==> src/logic/iesv_pkg.sv <==
package iesv_pkg;
  localparam int IESV_NUM_TYPES = 19;
  localparam logic [11:0] IESV_STATUS_OFFSET = 12'h484;
  localparam logic [11:0] IESV_MASK_OFFSET = 12'h488;
  localparam logic [11:0] IESV_SEVERITY_OFFSET = 12'h48c;
  localparam logic [11:0] IESV_TEST_OFFSET = 12'h490;
  localparam logic [11:0] IESV_IRQ_STATUS_OFFSET = 12'h4a0;
  localparam logic [11:0] IESV_IRQ_CLEAR_OFFSET = 12'h4a4;
  localparam logic [11:0] IESV_IRQ_ENABLE_OFFSET = 12'h4a8;
  localparam logic [18:0] IESV_IMPLEMENTED = 19'h7fff7;
  localparam logic [18:0] IESV_SEVERITY_RESET = 19'h4d511;
  localparam logic [18:0] IESV_MASK_RESET = 19'h00000;
  localparam int IESV_IRQ_UNCORR_BIT = 0;
  localparam int IESV_IRQ_CORR_BIT = 1;
  localparam int IESV_IRQ_STATUS_BIT = 2;
  localparam logic [2:0] IESV_IRQ_RESET = 3'h0;
  localparam logic [31:0] IESV_READ_UNMAPPED = 32'h00000000;
endpackage

==> src/logic/iesv_sticky_reg.sv <==
`timescale 1ns/1ns
module iesv_sticky_reg
  import iesv_pkg::*;
#(
  parameter logic [18:0] RESET_VALUE = 19'h00000
) (
  input wire logic core_clk_i,
  input wire logic sticky_rst_i,
  input wire logic wr_en_i,
  input wire logic [18:0] wr_data_i,
  output logic [18:0] value_o
);
  logic [18:0] value_q;

  always_ff @(posedge core_clk_i or posedge sticky_rst_i) begin
    if (sticky_rst_i) begin
      value_q <= RESET_VALUE;
    end else if (wr_en_i) begin
      value_q <= wr_data_i & IESV_IMPLEMENTED;
    end
  end

  assign value_o = value_q;
endmodule

==> src/logic/iesv_irq.sv <==
`timescale 1ns/1ns
module iesv_irq
  import iesv_pkg::*;
(
  input wire logic core_clk_i,
  input wire logic sys_rst_i,
  input wire logic [2:0] event_i,
  input wire logic clear_en_i,
  input wire logic [2:0] clear_i,
  input wire logic enable_en_i,
  input wire logic [2:0] enable_i,
  output logic [2:0] status_o,
  output logic [2:0] enable_o,
  output logic irq_o
);
  logic [2:0] status_q;
  logic [2:0] enable_q;
  logic irq_q;

  always_ff @(posedge core_clk_i or posedge sys_rst_i) begin
    if (sys_rst_i) begin
      status_q <= IESV_IRQ_RESET;
    end else begin
      status_q <= (status_q & ~(clear_en_i ? clear_i : 3'h0)) | event_i;
    end
  end

  always_ff @(posedge core_clk_i or posedge sys_rst_i) begin
    if (sys_rst_i) begin
      enable_q <= IESV_IRQ_RESET;
    end else if (enable_en_i) begin
      enable_q <= enable_i;
    end
  end

  always_ff @(posedge core_clk_i or posedge sys_rst_i) begin
    if (sys_rst_i) begin
      irq_q <= 1'b0;
    end else begin
      irq_q <= |(((status_q & ~(clear_en_i ? clear_i : 3'h0)) | event_i) &
               (enable_en_i ? enable_i : enable_q));
    end
  end

  assign status_o = status_q;
  assign enable_o = enable_q;
  assign irq_o = irq_q;
endmodule

==> src/logic/iesv_top.sv <==
// Design decision made here: the strobed register port.
`timescale 1ns/1ns
module iesv_top
  import iesv_pkg::*;
(
  input wire logic core_clk_i,
  input wire logic sys_rst_i,
  input wire logic sticky_rst_i,
  input wire logic [11:0] reg_addr_i,
  input wire logic [31:0] reg_wdata_i,
  input wire logic reg_wr_i,
  input wire logic reg_rd_i,
  input wire logic [18:0] error_event_i,
  output logic [31:0] reg_rdata_o,
  output logic uncorrectable_err_o,
  output logic correctable_err_o,
  output logic [18:0] uncorr_vector_o,
  output logic [18:0] corr_vector_o,
  output logic irq_o
);
  logic [18:0] severity;
  logic [18:0] mask;
  logic [18:0] status_q;
  logic [18:0] pending;
  logic [18:0] uncorr_vec_q;
  logic [18:0] corr_vec_q;
  logic uncorr_q;
  logic corr_q;
  logic [31:0] rdata_q;
  logic [2:0] irq_status;
  logic [2:0] irq_enable;
  logic [2:0] irq_event;
  logic [18:0] test_set;
  logic [18:0] status_clr;

  function automatic logic wr_hit(input logic [11:0] a, input logic [11:0] off,
                                  input logic wr);
    wr_hit = wr && (a == off);
  endfunction

  // Severity, software sticky
  iesv_sticky_reg #(
    .RESET_VALUE(IESV_SEVERITY_RESET)
  ) u_severity (
    .core_clk_i(core_clk_i),
    .sticky_rst_i(sticky_rst_i),
    .wr_en_i(wr_hit(reg_addr_i, IESV_SEVERITY_OFFSET, reg_wr_i)),
    .wr_data_i(reg_wdata_i[18:0]),
    .value_o(severity)
  );

  // Mask, software sticky
  iesv_sticky_reg #(
    .RESET_VALUE(IESV_MASK_RESET)
  ) u_mask (
    .core_clk_i(core_clk_i),
    .sticky_rst_i(sticky_rst_i),
    .wr_en_i(wr_hit(reg_addr_i, IESV_MASK_OFFSET, reg_wr_i)),
    .wr_data_i(reg_wdata_i[18:0]),
    .value_o(mask)
  );

  assign test_set = wr_hit(reg_addr_i, IESV_TEST_OFFSET, reg_wr_i) ?
                    (reg_wdata_i[18:0] & IESV_IMPLEMENTED) : 19'h00000;
  assign status_clr = wr_hit(reg_addr_i, IESV_STATUS_OFFSET, reg_wr_i) ?
                      reg_wdata_i[18:0] : 19'h00000;

  // Status, write one to clear, set wins
  always_ff @(posedge core_clk_i or posedge sticky_rst_i) begin
    if (sticky_rst_i) begin
      status_q <= 19'h00000;
    end else begin
      status_q <= ((status_q & ~status_clr) | error_event_i | test_set) &
                  IESV_IMPLEMENTED;
    end
  end

  assign pending = status_q & ~mask;

  always_ff @(posedge core_clk_i or posedge sys_rst_i) begin
    if (sys_rst_i) begin
      uncorr_vec_q <= 19'h00000;
      corr_vec_q <= 19'h00000;
    end else begin
      uncorr_vec_q <= pending & severity;
      corr_vec_q <= pending & ~severity;
    end
  end

  always_ff @(posedge core_clk_i or posedge sys_rst_i) begin
    if (sys_rst_i) begin
      uncorr_q <= 1'b0;
      corr_q <= 1'b0;
    end else begin
      uncorr_q <= |(pending & severity);
      corr_q <= |(pending & ~severity);
    end
  end

  assign irq_event[IESV_IRQ_UNCORR_BIT] = |(pending & severity);
  assign irq_event[IESV_IRQ_CORR_BIT] = |(pending & ~severity);
  assign irq_event[IESV_IRQ_STATUS_BIT] = |((error_event_i | test_set) & IESV_IMPLEMENTED);

  iesv_irq u_irq (
    .core_clk_i(core_clk_i),
    .sys_rst_i(sys_rst_i),
    .event_i(irq_event),
    .clear_en_i(wr_hit(reg_addr_i, IESV_IRQ_CLEAR_OFFSET, reg_wr_i)),
    .clear_i(reg_wdata_i[2:0]),
    .enable_en_i(wr_hit(reg_addr_i, IESV_IRQ_ENABLE_OFFSET, reg_wr_i)),
    .enable_i(reg_wdata_i[2:0]),
    .status_o(irq_status),
    .enable_o(irq_enable),
    .irq_o(irq_o)
  );

  // Read data one cycle after strobe
  always_ff @(posedge core_clk_i or posedge sys_rst_i) begin
    if (sys_rst_i) begin
      rdata_q <= IESV_READ_UNMAPPED;
    end else if (reg_rd_i) begin
      case (reg_addr_i)
        IESV_SEVERITY_OFFSET: rdata_q <= {13'h0000, severity};
        IESV_MASK_OFFSET: rdata_q <= {13'h0000, mask};
        IESV_STATUS_OFFSET: rdata_q <= {13'h0000, status_q};
        IESV_TEST_OFFSET: rdata_q <= IESV_READ_UNMAPPED;
        IESV_IRQ_STATUS_OFFSET: rdata_q <= {29'h00000000, irq_status};
        IESV_IRQ_ENABLE_OFFSET: rdata_q <= {29'h00000000, irq_enable};
        default: rdata_q <= IESV_READ_UNMAPPED;
      endcase
    end else begin
      rdata_q <= IESV_READ_UNMAPPED;
    end
  end

  assign reg_rdata_o = rdata_q;
  assign uncorrectable_err_o = uncorr_q;
  assign correctable_err_o = corr_q;
  assign uncorr_vector_o = uncorr_vec_q;
  assign corr_vector_o = corr_vec_q;

  uncorr_route_a: assert property (@(posedge core_clk_i) disable iff (sys_rst_i)
    (|(status_q & ~mask & severity)) |=> uncorrectable_err_o)
    else $error("uncorrectable error not reported");

  corr_route_a: assert property (@(posedge core_clk_i) disable iff (sys_rst_i)
    (|(status_q & ~mask & ~severity)) |=> correctable_err_o)
    else $error("correctable error not reported");

  mask_block_a: assert property (@(posedge core_clk_i) disable iff (sys_rst_i)
    ((status_q & ~mask) == 19'h00000) |=> !uncorrectable_err_o && !correctable_err_o)
    else $error("masked error reported");

  vector_split_a: assert property (@(posedge core_clk_i) disable iff (sys_rst_i)
    (uncorr_vector_o & corr_vector_o) == 19'h00000)
    else $error("error reported with both severities");

  severity_reserved_a: assert property (@(posedge core_clk_i) disable iff (sticky_rst_i)
    severity[3] == 1'b0)
    else $error("reserved severity bit set");

  severity_write_a: assert property (@(posedge core_clk_i) disable iff (sticky_rst_i)
    wr_hit(reg_addr_i, IESV_SEVERITY_OFFSET, reg_wr_i) |=>
    severity == ($past(reg_wdata_i[18:0]) & IESV_IMPLEMENTED))
    else $error("severity write lost");

  severity_hold_a: assert property (@(posedge core_clk_i) disable iff (sticky_rst_i)
    $rose(sys_rst_i) |=> $stable(severity))
    else $error("severity lost over plain reset");

  severity_reset_a: assert property (@(posedge core_clk_i)
    $fell(sticky_rst_i) |-> severity == IESV_SEVERITY_RESET)
    else $error("severity reset value wrong");

  // Per-type severity defaults
  for (genvar gi = 0; gi < IESV_NUM_TYPES; gi++) begin : g_sev_reset
    sev_bit_reset_a: assert property (@(posedge core_clk_i)
      $fell(sticky_rst_i) |-> severity[gi] == IESV_SEVERITY_RESET[gi])
      else $error("severity bit reset value wrong");
  end

  test_set_a: assert property (@(posedge core_clk_i) disable iff (sticky_rst_i)
    wr_hit(reg_addr_i, IESV_TEST_OFFSET, reg_wr_i) |=>
    ((status_q & $past(reg_wdata_i[18:0]) & IESV_IMPLEMENTED) ==
     ($past(reg_wdata_i[18:0]) & IESV_IMPLEMENTED)))
    else $error("test write did not set status");

  test_read_a: assert property (@(posedge core_clk_i) disable iff (sys_rst_i)
    (reg_rd_i && reg_addr_i == IESV_TEST_OFFSET) |=> reg_rdata_o == 32'h00000000)
    else $error("test register read nonzero");

  uncorr_vector_a: assert property (@(posedge core_clk_i) disable iff (sys_rst_i)
    1'b1 |=> uncorr_vector_o == ($past(status_q) & ~$past(mask) & $past(severity)))
    else $error("uncorrectable vector wrong");

  corr_vector_a: assert property (@(posedge core_clk_i) disable iff (sys_rst_i)
    1'b1 |=> corr_vector_o == ($past(status_q) & ~$past(mask) & ~$past(severity)))
    else $error("correctable vector wrong");

  uncorr_flag_a: assert property (@(posedge core_clk_i) disable iff (sys_rst_i)
    uncorrectable_err_o == (|uncorr_vector_o))
    else $error("uncorrectable flag disagrees with vector");

  corr_flag_a: assert property (@(posedge core_clk_i) disable iff (sys_rst_i)
    correctable_err_o == (|corr_vector_o))
    else $error("correctable flag disagrees with vector");

  all_masked_a: assert property (@(posedge core_clk_i) disable iff (sys_rst_i)
    (mask == IESV_IMPLEMENTED) |=> !uncorrectable_err_o && !correctable_err_o)
    else $error("fully masked block reported an error");

  mask_keep_a: assert property (@(posedge core_clk_i) disable iff (sticky_rst_i)
    (wr_hit(reg_addr_i, IESV_MASK_OFFSET, reg_wr_i) && error_event_i == 19'h00000) |=>
    $stable(status_q))
    else $error("mask write changed status");

  mask_write_a: assert property (@(posedge core_clk_i) disable iff (sticky_rst_i)
    wr_hit(reg_addr_i, IESV_MASK_OFFSET, reg_wr_i) |=>
    mask == ($past(reg_wdata_i[18:0]) & IESV_IMPLEMENTED))
    else $error("mask write lost");

  mask_reserved_a: assert property (@(posedge core_clk_i) disable iff (sticky_rst_i)
    mask[3] == 1'b0)
    else $error("reserved mask bit set");

  status_reserved_a: assert property (@(posedge core_clk_i) disable iff (sticky_rst_i)
    status_q[3] == 1'b0)
    else $error("reserved status bit set");

  status_set_a: assert property (@(posedge core_clk_i) disable iff (sticky_rst_i)
    (|error_event_i) |=> ((status_q & $past(error_event_i) & IESV_IMPLEMENTED) ==
    ($past(error_event_i) & IESV_IMPLEMENTED)))
    else $error("error event did not set status");

  status_clear_a: assert property (@(posedge core_clk_i) disable iff (sticky_rst_i)
    (wr_hit(reg_addr_i, IESV_STATUS_OFFSET, reg_wr_i) && error_event_i == 19'h00000) |=>
    (status_q & $past(reg_wdata_i[18:0])) == 19'h00000)
    else $error("status clear lost");

  test_keep_a: assert property (@(posedge core_clk_i) disable iff (sticky_rst_i)
    wr_hit(reg_addr_i, IESV_TEST_OFFSET, reg_wr_i) |=>
    (status_q & $past(status_q)) == $past(status_q))
    else $error("test write cleared status");

  severity_keep_a: assert property (@(posedge core_clk_i) disable iff (sticky_rst_i)
    !wr_hit(reg_addr_i, IESV_SEVERITY_OFFSET, reg_wr_i) |=> $stable(severity))
    else $error("severity changed without write");

  severity_read_a: assert property (@(posedge core_clk_i) disable iff (sys_rst_i)
    (reg_rd_i && reg_addr_i == IESV_SEVERITY_OFFSET) |=>
    reg_rdata_o == {13'h0000, $past(severity)})
    else $error("severity read wrong");

  mask_read_a: assert property (@(posedge core_clk_i) disable iff (sys_rst_i)
    (reg_rd_i && reg_addr_i == IESV_MASK_OFFSET) |=> reg_rdata_o == {13'h0000, $past(mask)})
    else $error("mask read wrong");

  status_read_a: assert property (@(posedge core_clk_i) disable iff (sys_rst_i)
    (reg_rd_i && reg_addr_i == IESV_STATUS_OFFSET) |=>
    reg_rdata_o == {13'h0000, $past(status_q)})
    else $error("status read wrong");

  read_upper_a: assert property (@(posedge core_clk_i) disable iff (sys_rst_i)
    reg_rdata_o[31:19] == 13'h0000)
    else $error("reserved read bits set");

  read_idle_a: assert property (@(posedge core_clk_i) disable iff (sys_rst_i)
    !reg_rd_i |=> reg_rdata_o == IESV_READ_UNMAPPED)
    else $error("read data outside read cycle");

  clear_read_a: assert property (@(posedge core_clk_i) disable iff (sys_rst_i)
    (reg_rd_i && reg_addr_i == IESV_IRQ_CLEAR_OFFSET) |=> reg_rdata_o == IESV_READ_UNMAPPED)
    else $error("write-only clear register read nonzero");

  irq_enable_a: assert property (@(posedge core_clk_i) disable iff (sys_rst_i)
    wr_hit(reg_addr_i, IESV_IRQ_ENABLE_OFFSET, reg_wr_i) |=>
    irq_enable == $past(reg_wdata_i[2:0]))
    else $error("interrupt enable write lost");

  irq_level_a: assert property (@(posedge core_clk_i) disable iff (sys_rst_i)
    irq_o == (|(irq_status & irq_enable)))
    else $error("interrupt level wrong");

  reset_quiet_a: assert property (@(posedge core_clk_i)
    ($past(sys_rst_i) && sys_rst_i) |-> !uncorrectable_err_o && !correctable_err_o &&
    !irq_o && reg_rdata_o == 32'h00000000)
    else $error("outputs active during reset");
endmodule

==> config.mk <==
export PLATFORM = sky130hd
export DESIGN_NAME = iesv_top
export DESIGN_NICKNAME = d
export VERILOG_FILES = /design/src/logic/iesv_pkg.sv /design/src/logic/iesv_sticky_reg.sv /design/src/logic/iesv_irq.sv /design/src/logic/iesv_top.sv
export SDC_FILE = /design/constraint.sdc
export NUM_CORES = 1
export LEC_CHECK = 0
export CORE_MARGIN = 2
export CORE_UTILIZATION = 43
export DETAILED_ROUTE_END_ITERATION = 10
export DONT_BUFFER_PORTS = 1
export GPL_TIMING_DRIVEN = 0
export PLACE_DENSITY = 0.64
export SLEW_MARGIN = 5
export SYNTH_ARGS = -nofsm -noshare
export SYNTH_HDL_FRONTEND = slang
export SYNTH_SLANG_ARGS = --single-unit
==> constraint.sdc <==
create_clock -name core_clk_i -period 4.8 [get_ports core_clk_i]
set_input_delay 0.48 -clock core_clk_i [delete_from_list [all_inputs] [get_ports core_clk_i]]
set_output_delay 0.48 -clock core_clk_i [all_outputs]
set_load 0.1 [all_outputs]
After elaboration in Yosys (flattened, before gate mapping):

Cells that the tools add are included.

* output and inout bits: 73
* register bits: 133

* bitwise logic cells: 14
* reductions and logical operators: 10
* muxes and demuxes: 6
* eq/ne operators: 7

Operator list (number)
* case mux 19 bit (5 select lines): 1
* equality test 12 x 11 -> 1 bit, second input constant: 7
* AND 19 bit: 4
* NOT 19 bit: 3
* OR 19 bit: 3
* two-way mux 19 bit: 2
* OR reduction 19 bit: 2
* two-way mux 32 bit: 1
* OR reduction 18 bit: 1
* AND 3 bit: 2
* logical AND 1 bit: 6
* two-way mux 3 bit: 2
* NOT 3 bit: 1
* OR 3 bit: 1
* OR reduction 3 bit: 1

Longest topological paths before layout:

Gate-level depths: netlist (run 1).

* depth in word-level cells: 8
* depth in mapped cells: 7
* gate-level depth less buffers: 5

Modules after synthesis:

A second synthesis (run 1) with hierarchy kept.

* cells, all modules: 406
* area total of the unflattened synthesis: 5208.7 µm²

Modules (own cells, without submodules)
* iesv_top: area each 3450.8 µm², seq. area each 1876.8 µm², times used 1, cells an instance 305
* iesv_sticky_reg at u_severity: area each 747.0 µm², seq. area each 460.4 µm², times used 1, cells an instance 41
* iesv_sticky_reg at u_mask: area each 737.0 µm², seq. area each 450.4 µm², times used 1, cells an instance 41
* iesv_irq: area each 274.0 µm², seq. area each 175.2 µm², times used 1, cells an instance 19

Least setup slack after synthesis (run 1):

No wires, ideal clock.

* kind: input-to-reg
* from: in reg_addr_i[6]
* to: reg u_severity.value_q[1] (netlist: u_severity.value_o[1])
* path buffers: 2
* stages: 7
* data arrival time: 1.948 ns
* slack: 2.727 ns
* path through: nor4b_4 nand2_4 nor4b_2 and2_1 buf_4 buf_6 mux2_2

* word-level cells in the longest chain between the ends: 2

RTL lines
* start, declared: line iesv_top.sv:9 `input wire logic [11:0] reg_addr_i,`
* equality test 12 x 11 -> 1 bit: line iesv_top.sv:38 `wr_hit = wr && (a == off);`
* logical AND 1 bit: line iesv_top.sv:38
* end signal, assigned: line iesv_sticky_reg.sv:19 `value_q <= wr_data_i & IESV_IMPLEMENTED;`
* end, declared: line iesv_sticky_reg.sv:13 `logic [18:0] value_q;`

No other way between the ends.
A chain may end at the register's enable or synchronous reset.

Worst setup path after layout (run 1):

* from: reg u_mask.value_q[14] (netlist: u_mask.value_o[14])
* to: reg u_irq.irq_q (netlist: u_irq.irq_o)

* word-level cells in the longest chain between the ends: 7
* elaborated cells between the ends (all ways): 9
* classes of those cells: bitwise: 6; reduce/logical: 3

RTL lines
* start, declared: line iesv_sticky_reg.sv:13
* start signal, assigned: line iesv_sticky_reg.sv:19
* NOT 19 bit *: line iesv_top.sv:78 `assign pending = status_q & ~mask;`
* AND 19 bit *: line iesv_top.sv:78
* AND 19 bit, on equally long branches: line iesv_top.sv:100, iesv_top.sv:101
* OR reduction 19 bit, on equally long branches: line iesv_top.sv:100, iesv_top.sv:101
* OR 3 bit *: line iesv_irq.sv:40 `irq_q <= |(((status_q & ~(clear_en_i ? clear_i : 3'h0)) | event_i) &`
* AND 3 bit *: line iesv_irq.sv:40
* OR reduction 3 bit *: line iesv_irq.sv:40
* end signal, assigned: line iesv_irq.sv:40
* end, declared: line iesv_irq.sv:18 `logic irq_q;`

Mark *: on every way between the ends. The rest lies on a longest branch, timed or not.

==> qor.yml, run 1 <==
buffer_count_from_post_cts_setup_fixing: 0
finish.net_count: 484
finalHoldViolations: 0
syn_to_final_growth_pct: 17.1
required_ns: 5.10
pre_cts_slack_ns: 2.29
worst_ep_arrival_time_ns: 2.41
dp_hpwl_microns: 9130
timing.critical_path.depth: 5
timing.hold.worst.class: "input pin to asynchronous set/reset pin"
grt-ovfl-total: 0
crit_path_cell_trace: "and3b_1 > nor4_1 > and3_1 > nand3_1 > a221o_1"
crit-reg2reg-launch: "u_mask.value_o[14]"
timing.final.crit_share_pct: 44.0
layout_filler_cell_count: 983
grt_first_pass_wirelength_microns: 19500
path_class: "register to register"
end_kind: "register"
tritoncts_clock_tree: "done"
drt-total-wl_microns: 12800
layout-drive-gt1-share_pct: 28.2
finalClockSkew_ns: 0.00720
clock-sinks: 117
dpl.cell_count: 539
syn-mean-instance-area_sq_um: 13.3
final.min_clock_period_ns: 2.11
synth.cell_area_sq_um: 5040
crit_path_top_delay_cell: "sky130_fd_sc_hd__nor4_1"
ff_latch_area_sq_um: 2940
cp-startpoint: "u_mask.value_o[14]"
area_used_by_multi_input_combinational_logic_sq_um: 1930
drcViolationCount: 0
io_buffers: 0
route.antenna.remaining_nets: 0
detailedRoute.firstPassIterationCount: 4
drt-vias-per-instance: 5.78
powerDensity_nw_per_um2: 400
cts.clk_slew.worst_paths_ns: 0.06
synthCells: 379
place.gp.congestion: 0.822
die-width_microns: 112
chipHeight_microns: 112
max_cap_violations: 0
postLayoutCoreUtil_pct: 51.7
groute.usage.overall_pct: 21.1
worst-path-max-fanout: 4
yosys.cell_types.count: 39
tritoncts.num_buffers: 17
first_global_vias: 3316
synth_seq_cells: 117
slowest_delay_ns: 0.57
number_of_h_tree_branching_levels: 4
grt_use_met3_pct: 8.32
antenna_found_initial: 0
p_total_mw: 2.36
synth-seq-area-share_pct: 58.3
worstSkewPairLatency_ns: 0.42
critPathBufInv: 0
design.portCount: 141
static-leakage-power_nw: 2.58
pin_count_of_the_biggest_net_entering_global_routing: 41
run_status: "complete, no violations"
timing.slew.headroom_pct: 39.9
grt_busiest_layer: "met2"
std_cell_rows: 39
vias: 3305
drt_iter0_markers: 307
initial_utilization_pct: 44.2
n_antenna_cell: 0
setup_tns_ns: 0
ys.warnings.count: 0
die_area_sq_um: 12600
setup-violations-final: 0
grt_met2_use_pct: 33.9
avgRoutedWirePerCell_microns: 22.5
max_clock_freq_mhz: 473
core_area_sq_um: 11400
crit_family: "simple AND/OR/NAND/NOR gates"
worst_slew_pin_slew_ns: 0.903
grt_use_met1_pct: 25.9
crit_path_start_kind: "register"
worst_ir_drop_vdd_uv: 244
setup_ws_ns: 2.69
post_layout_nonfiller_instances: 572
clock_path_buffers: 2
r2r.worst_path.cells: 5
max_transition_viols_final: 0
cts_root_buf: "sky130_fd_sc_hd__clkbuf_16"
rsz0062_at_grt: "no"
-- area by class of cell --
type,instances,area share (%)
flip-flops and latches,117,49.8
multi-input cells,241,32.7
clock buffers,18,7.44
plain buffers,30,3.54
well taps,143,3.03
clock inverters,14,2.31
repair buffers,3,0.848
inverters,6,0.382
-- power breakdown --
part	internal, mW	switching, mW
clock network	0.769	0.452
logic	0.0326	0.0918
registers	0.992	0.0229
total	1.79	0.566
-- final timing paths --
check / end / slack (ns)
min: uncorr_vector_o[14] / 0.03
min in group core_clk_i: status_q[8] / 0.17
max: u_irq.irq_o / 2.69
min reg2reg: corr_vector_o[8] / 0.50
max in group asynchronous: u_severity.value_o[18] / 3.70
max reg2reg: u_irq.irq_o / 2.69
-- synth_stat cells (all sizes together) --
cell	number	area (sq um)
dfrtp	109	2730
mux2	57	642
buf	26	194
nand2	26	108
nor3b	20	150
a221o	19	190
and3b	18	158
nor2b	17	106
nor4	16	130
a22oi	15	113
dfstp	8	210
inv	6	22.5
nand3	5	25.0
o21ai	5	25.0
clkbuf	4	15.0
a222oi	3	30.0
and3	3	20.0
nor2	3	11.3
or4	3	22.5
and2	2	12.5
nand4	2	12.5
nor3	2	10.0
nor4b	2	38.8
a31oi	1	6.26
and4	1	10.0
and4bb	1	12.5
conb	1	3.75
mux2i	1	10.0
nor4bb	1	10.0
o31ai	1	7.51
o41ai	1	8.76
-- cell families after synthesis --
| group | synth area share [%] |
|---|---|
| compound gates | 7.54 |
| other cells | 0.0744 |
| buf+inv | 4.59 |
| simple gates | 16.6 |
| mux | 12.9 |
| flops | 58.3 |
-- metal layers --
layer	vias up	part of all wire, %	routed length (microns)
met2	146	49	6340
met1	1679	39	5040
met5	-	0	0
met4	0	2.1	270
met3	20	9.3	1200
li1	1460	-	-
-- flip-flops by register name, indices dropped and copies added, names as in the netlist, 3 cells and up --
signal / cells
u_mask.value_o: 18
uncorr_vector_o: 18
u_irq.enable_o: 3
status_q: 18
corr_vector_o: 18
u_irq.status_o: 3
reg_rdata_o: 18
u_severity.value_o: 18
-- cells in the final DEF (no fill, tap or decap), types with 2 or more instances in the layout --
cell,synthesis,layout
sky130_fd_sc_hd__nor3b_1,20,20
sky130_fd_sc_hd__nor3_1,2,2
sky130_fd_sc_hd__bufinv_16,0,2
sky130_fd_sc_hd__mux2_2,42,42
sky130_fd_sc_hd__and3_1,2,2
sky130_fd_sc_hd__inv_1,6,4
sky130_fd_sc_hd__nand2_1,24,24
sky130_fd_sc_hd__and3b_1,18,18
sky130_fd_sc_hd__a22oi_1,15,15
sky130_fd_sc_hd__a221o_1,19,19
sky130_fd_sc_hd__nand3_1,5,5
sky130_fd_sc_hd__inv_2,0,2
sky130_fd_sc_hd__dfstp_2,8,8
sky130_fd_sc_hd__and2_1,2,2
sky130_fd_sc_hd__nor4_1,14,14
sky130_fd_sc_hd__nand4_1,2,2
sky130_fd_sc_hd__or4_1,3,3
sky130_fd_sc_hd__clkinv_2,0,6
sky130_fd_sc_hd__clkbuf_1,4,4
sky130_fd_sc_hd__mux2_1,15,15
sky130_fd_sc_hd__clkbuf_16,0,17
sky130_fd_sc_hd__buf_12,0,2
sky130_fd_sc_hd__buf_2,5,5
sky130_fd_sc_hd__nor4_4,2,2
sky130_fd_sc_hd__nor2_1,3,3
sky130_fd_sc_hd__nor2b_1,17,17
sky130_fd_sc_hd__o21ai_0,5,5
sky130_fd_sc_hd__dfrtp_1,109,109
sky130_fd_sc_hd__a222oi_1,3,3
sky130_fd_sc_hd__buf_4,18,18
sky130_fd_sc_hd__buf_6,3,3
sky130_fd_sc_hd__conb_1,1,16
sky130_fd_sc_hd__clkinvlp_4,0,5
-- worst register-to-register path, delay by kind of cell (launching register included) --
kind | cells | cell delay [ns]
DFF | 1 | 0.39
AOI/OAI and AO/OA | 1 | 0.39
and+or+nand+nor | 4 | 1.22
-- timing repair --
item	in CTS	in global routing
setup endpoints to repair	0	0
hold buffers	1	0
endpoints found under the hold margin	12	0
gates resized for setup	0	0
-- metrics by stage --
stage,cell area (sq um),hold slack (ns)
6_report,5900,0.0342
5_1_grt,5900,0.0740
4_1_cts,5900,0.0549
3_5_place_dp,5320,0.361
3_3_place_gp,5280,0.471
2_1_floorplan,5100,0.443
(Power assumes the default switching activity.)
==> inputs of run 2 (changes only) <==
PLACE_DENSITY = 0.66   (was 0.64)
clock period = 1.9 ns   (was 4.8 ns; I/O delays follow)
==> run 2 against run 1 <==
  * Via count is 6.4% higher
  * Global-route usage increased by 1.3 points
  * First-iteration DRC count grew 34%
==> qor.yml, run 2 (synthesis gave the netlist of run 1 again) <==
run_status: "complete, no violations"
pin_count_of_the_biggest_net_entering_global_routing: 39
drt-total-wl_microns: 13900
timing.final.crit_share_pct: 96.4
finish.net_count: 523
area_used_by_multi_input_combinational_logic_sq_um: 1990
design.portCount: 141
worst_ir_drop_vdd_uv: 597
crit_path_top_delay_cell: "sky130_fd_sc_hd__dfrtp_1"
cts_root_buf: "sky130_fd_sc_hd__clkbuf_16"
cts.clk_slew.worst_paths_ns: 0.05
finalHoldViolations: 0
finalClockSkew_ns: 0.00361
timing.slew.headroom_pct: 39.8
n_antenna_cell: 0
worst_ep_arrival_time_ns: 2.13
tritoncts_clock_tree: "done"
initial_utilization_pct: 44.2
io_buffers: 0
route.antenna.remaining_nets: 0
max_clock_freq_mhz: 546
number_of_h_tree_branching_levels: 4
worst_slew_pin_slew_ns: 0.904
layout.cells.most_common: "sky130_fd_sc_hd__dfrtp_1"
required_ns: 2.20
ff_latch_area_sq_um: 2940
hold-worst-slack_ns: 0.0158
placed_area_sq_um: 5320
clock-sinks: 117
die-width_microns: 112
drt_iter0_markers: 411
static-leakage-power_nw: 2.79
detailedRoute.firstPassIterationCount: 5
max_cap_violations: 0
final_design_area_no_fill_sq_um: 6390
die_area_sq_um: 12600
setup_tns_ns: 0
setup-violations-final: 0
end_kind: "register"
std_cell_rows: 39
rsz0062_at_grt: "no"
powerDensity_nw_per_um2: 975
grt_first_pass_wirelength_microns: 21000
final.min_clock_period_ns: 1.83
avgRoutedWirePerCell_microns: 22.8
antenna_found_initial: 0
timing.hold.worst.class: "input pin to register"
core_area_sq_um: 11400
groute.usage.overall_pct: 22.4
slowest_delay_ns: 0.41
place.gp.congestion: 0.835
layout-drive-gt1-share_pct: 27.8
dp_hpwl_microns: 9250
final_cell_mix: "sky130_fd_sc_hd__dfrtp_1 (109), sky130_fd_sc_hd__mux2_2 (42), sky130_fd_sc_hd__dlygate4sd3_1 (39)"
first_global_vias: 3707
drt-vias-per-instance: 5.75
tritoncts.num_buffers: 17
drcViolationCount: 0
worstSkewPairLatency_ns: 0.42
path_class: "register to register"
clock_path_buffers: 2
crit_path_start_kind: "register"
layout_filler_cell_count: 927
p_total_mw: 6.23
chipHeight_microns: 112
max_transition_viols_final: 0
worst-path-max-fanout: 4
crit_path_cell_trace: "and3b_1 > nor4_1 > nor3b_2 > nand3_1 > a221o_1"
syn_to_final_growth_pct: 26.7
grt-ovfl-total: 0
vias: 3516
==> run 2: cell count changes in the layout (fill, tap and decap cells not counted), moves of 2 or more <==
cell                            previous run  this run
sky130_fd_sc_hd__clkinv_2                  6         4
sky130_fd_sc_hd__nor4_1                   14        11
sky130_fd_sc_hd__and3_1                    2         0
sky130_fd_sc_hd__dlygate4sd3_1             1        39
sky130_fd_sc_hd__nor4_4                    2         4
==> run 2: critical path: cells and delay by family (launching register included) <==
| family | cells | cell delay [ns] |
|---|---|---|
| AND/OR/NAND/NOR | 4 | 0.93 |
| AO/OA/AOI/OAI | 1 | 0.38 |
| flip-flops | 1 | 0.41 |
==> run 2: timing repair <==
| item | in CTS | in global routing |
|---|---|---|
| hold buffers | 39 | 0 |
| endpoints found under the setup margin | 1 | 1 |
| buffers inserted | 1 | 0 |
| pin swaps | 3 | 1 |
| endpoints found under the hold margin | 106 | 0 |
| resized for setup | 6 | 6 |
==> run 2: layer usage <==
layer,wire [microns],share of wire (%),global-route usage (%),vias to the layer above
met5,0,0,0,-
met4,346,2.5,8.94,0
met3,1160,8.4,7.72,31
met2,6860,49,35.9,182
met1,5540,40,27.9,1767
li1,-,-,-,1536
==> run 2: area by class of cell <==
class                   instances  share of cell area, %
multi-input cells             241                   31.2
flip-flops and latches        117                   46.0
inverters                       6                  0.353
well taps                     143                   2.80
repair buffers                 42                   6.86
plain buffers                  30                   3.27
clock buffers                  19                   7.09
clock inverters                13                   2.45
==> run 2: through the flow <==
step           std cells  setup slack (ns)  utilization [%]
2_1_floorplan        394             0.117                -
3_3_place_gp         537            -0.428             46.2
3_5_place_dp         539            -0.166             46.6
4_1_cts              611           0.00455             55.7
5_1_grt              611            0.0275             55.9
6_report             611            0.0689             55.9
==> run 2: final timing paths <==
kind,from,end,slack [ns],cells after the start
max,u_severity.value_o[13],u_irq.irq_o,0.07,5
min,reg_rd_i,reg_rdata_o[2],0.02,2
max reg2reg,u_severity.value_o[13],u_irq.irq_o,0.07,5
min reg2reg,u_severity.value_o[6],corr_vector_o[6],0.49,1
max in group asynchronous,sys_rst_i,reg_rdata_o[1],0.97,3
min in group asynchronous,sticky_rst_i,u_mask.value_o[0],0.23,2
==> run 2: power by group <==
part / leakage (nW) / internal [mW] / switching, mW / total (mW)
Combinational: 1.11 / 0.137 / 0.274 / 0.412
Clock: 0.287 / 2.12 / 1.14 / 3.25
Sequential: 1.40 / 2.51 / 0.0580 / 2.56
Total: 2.79 / 4.76 / 1.47 / 6.23
==> inputs of run 3 (changes only) <==
CORE_MARGIN = 5   (was 2)
REMOVE_ABC_BUFFERS = 1   (was default)
==> run 3 against run 2 <==
  * Sequential power about the same
  * Via count decreased by 3.5%
  * Clock power increased by 5%
  * Largest cell class unchanged
  * Largest power group unchanged
==> qor.yml, run 3 (synthesis gave the netlist of run 1 again) <==
net-switching-power_mw: 1.40
core_area_sq_um: 11500
design.portCount: 141
hold-worst-slack_ns: 0.0464
die_area_sq_um: 14000
crit-reg2reg-capture: "u_irq.irq_o"
crit_family: "simple AND/OR/NAND/NOR gates"
worst-r2r-setup-slack_ns: 0.05
max_cap_violations: 0
grt-ovfl-total: 0
worst_ir_drop_vdd_uv: 578
die-width_microns: 118
run_status: "complete, no violations"
final.min_clock_period_ns: 1.85
static-leakage-power_nw: 2.73
detailedRoute.firstPassIterationCount: 5
critPathBufInv: 0
vias: 3393
power.share.switching_pct: 22.1
groute.usage.overall_pct: 20.4
area_used_by_multi_input_combinational_logic_sq_um: 1990
n_antenna_cell: 0
powerDensity_nw_per_um2: 1000
finalHoldViolations: 0
end_kind: "register"
ff_latch_area_sq_um: 2940
slowest_delay_ns: 0.55
hold_path_end: "u_irq.status_o[1]"
number_of_h_tree_branching_levels: 4
setup_tns_ns: 0
worst_ep_arrival_time_ns: 2.14
route.antenna.remaining_nets: 0
crit_path_cell_trace: "nor3b_1 > or4_4 > nor3_4 > a31oi_1 > a221o_1"
drt_iter0_markers: 199
antenna_found_initial: 0
rsz0062_at_grt: "no"
cts_root_buf: "sky130_fd_sc_hd__clkbuf_16"
place.gp.congestion: 0.820
drcViolationCount: 0
std_cell_rows: 39
share_clk_of_total_power_pct: 53.8
share_seq_of_total_power_pct: 40.4
tritoncts.num_buffers: 17
timing.slew.headroom_pct: 38.9
pin_count_of_the_biggest_net_entering_global_routing: 40
drt-total-wl_microns: 14000
crit-reg2reg-launch: "u_severity.value_o[18]"
timing.final.crit_share_pct: 97.2
cts.clk_slew.worst_paths_ns: 0.06
tritoncts_clock_tree: "done"
crit_path_start_kind: "register"
grt_first_pass_wirelength_microns: 21600
path_class: "register to register"
dp_hpwl_microns: 9050
initial_utilization_pct: 44.0
clock-sinks: 117
final_cell_mix: "sky130_fd_sc_hd__dfrtp_1 (109), sky130_fd_sc_hd__mux2_2 (42), sky130_fd_sc_hd__dlygate4sd3_1 (41)"
layout.cells.most_common: "sky130_fd_sc_hd__dfrtp_1"
worstSkewPairLatency_ns: 0.41
chipHeight_microns: 118
drt-vias-per-instance: 5.72
cellInternalPower_mw: 4.94
hp-start: "reg_wdata_i[1]"
p_total_mw: 6.35
layout-drive-gt1-share_pct: 25.1
io_buffers: 0
setup-violations-final: 0
worst_slew_pin_slew_ns: 0.916
first_global_vias: 3642
timing.hold.worst.class: "input pin to register"
avgRoutedWirePerCell_microns: 23.7
required_ns: 2.19
crit_path_top_delay_cell: "sky130_fd_sc_hd__or4_4"
clock_path_buffers: 2
layout_filler_cell_count: 946
r2r.worst_path.cells: 5
hold_depth: 3
finish.net_count: 505
max_transition_viols_final: 0
max_clock_freq_mhz: 541
syn_to_final_growth_pct: 25.5
combPwrFrac_pct: 5.8
finalClockSkew_ns: 0.00737
worst-path-max-fanout: 4
-- run 3: cell count changes in the layout (fill, tap and decap cells not counted), moves of 2 or more --
cell / previous run / this run
sky130_fd_sc_hd__clkbuf_1: 4 / 2
sky130_fd_sc_hd__dlygate4sd3_1: 39 / 41
sky130_fd_sc_hd__buf_6: 3 / 0
sky130_fd_sc_hd__buf_8: 0 / 2
sky130_fd_sc_hd__nor4_2: 1 / 4
sky130_fd_sc_hd__clkinvlp_4: 5 / 1
sky130_fd_sc_hd__nor4_4: 4 / 2
sky130_fd_sc_hd__buf_4: 19 / 8
sky130_fd_sc_hd__buf_2: 5 / 0
sky130_fd_sc_hd__clkbuf_8: 2 / 4
sky130_fd_sc_hd__and3_1: 0 / 2
-- run 3: final cells by class --
class / count / share of cell area (%)
Inverter: 6 / 0.356
Multi-Input combinational cell: 241 / 31.5
Timing Repair Buffer: 54 / 8.86
Tap cell: 143 / 2.83
Sequential cell: 117 / 46.4
Clock buffer: 23 / 7.71
Clock inverter: 9 / 2.33
-- run 3: metal layers --
layer	part of all wire [%]	GRT usage [%]	routed length (microns)
met1	42	25.9	5830
met2	50	33.5	7010
met3	7.4	6.45	1030
met4	1.1	6.09	154
met5	0	0	0
-- run 3: timing repair --
| action | CTS | global route |
|---|---|---|
| setup buffers | 4 | 5 |
| gates resized for setup | 6 | 5 |
| endpoints found under the hold margin | 134 | 0 |
| pin swaps | 4 | 3 |
| setup endpoints to repair | 55 | 21 |
| hold buffers | 41 | 0 |
-- run 3: power by group through the flow --
| stage | combinational (mW) | clock (mW) | sequential (mW) |
|---|---|---|---|
| 2_1_floorplan | 0.236 | 0 | 2.60 |
| 3_3_place_gp | 0.258 | 0 | 2.61 |
| 3_5_place_dp | 0.272 | 0 | 2.61 |
| 4_1_cts | 0.368 | 3.44 | 2.56 |
| 5_1_grt | 0.394 | 3.58 | 2.56 |
| 6_report | 0.369 | 3.41 | 2.56 |
-- run 3: tightest hold or removal path: cells and delay by family --
kind / cells / cell delay (ns)
AO/OA/AOI/OAI: 1 / 0.09
buffers and inverters: 1 / 0.03
AND/OR/NAND/NOR: 1 / 0.11
-- run 3: worst max-delay path by stage --
stage / endpoint / startpoint / depth (start not counted) / slack [ns]
after global routing: u_irq.irq_o / status_q[11] / 5 / 0.02
final: u_irq.irq_o / u_severity.value_o[18] / 5 / 0.05
after detailed placement: u_severity.value_o[1] / reg_addr_i[6] / 6 / -1.24
after global placement: u_severity.value_o[11] / reg_addr_i[6] / 5 / -2.27
after floorplan: u_severity.value_o[11] / reg_addr_i[6] / 5 / -0.84
after CTS: u_irq.irq_o / u_severity.value_o[18] / 5 / 0.002
-- run 3: metrics by stage --
| step | instance area [sq um] | util [%] | worst slack [ns] | std cells |
|---|---|---|---|---|
| after CTS | 6260 | 54.6 | 0.00223 | 588 |
| after detailed placement | 5150 | 44.9 | -1.24 | 511 |
| after global routing | 6330 | 55.2 | 0.0193 | 593 |
| final | 6330 | 55.2 | 0.0532 | 593 |
| after floorplan | 4890 | - | -0.838 | 364 |
| after global placement | 5070 | 44.2 | -2.27 | 507 |
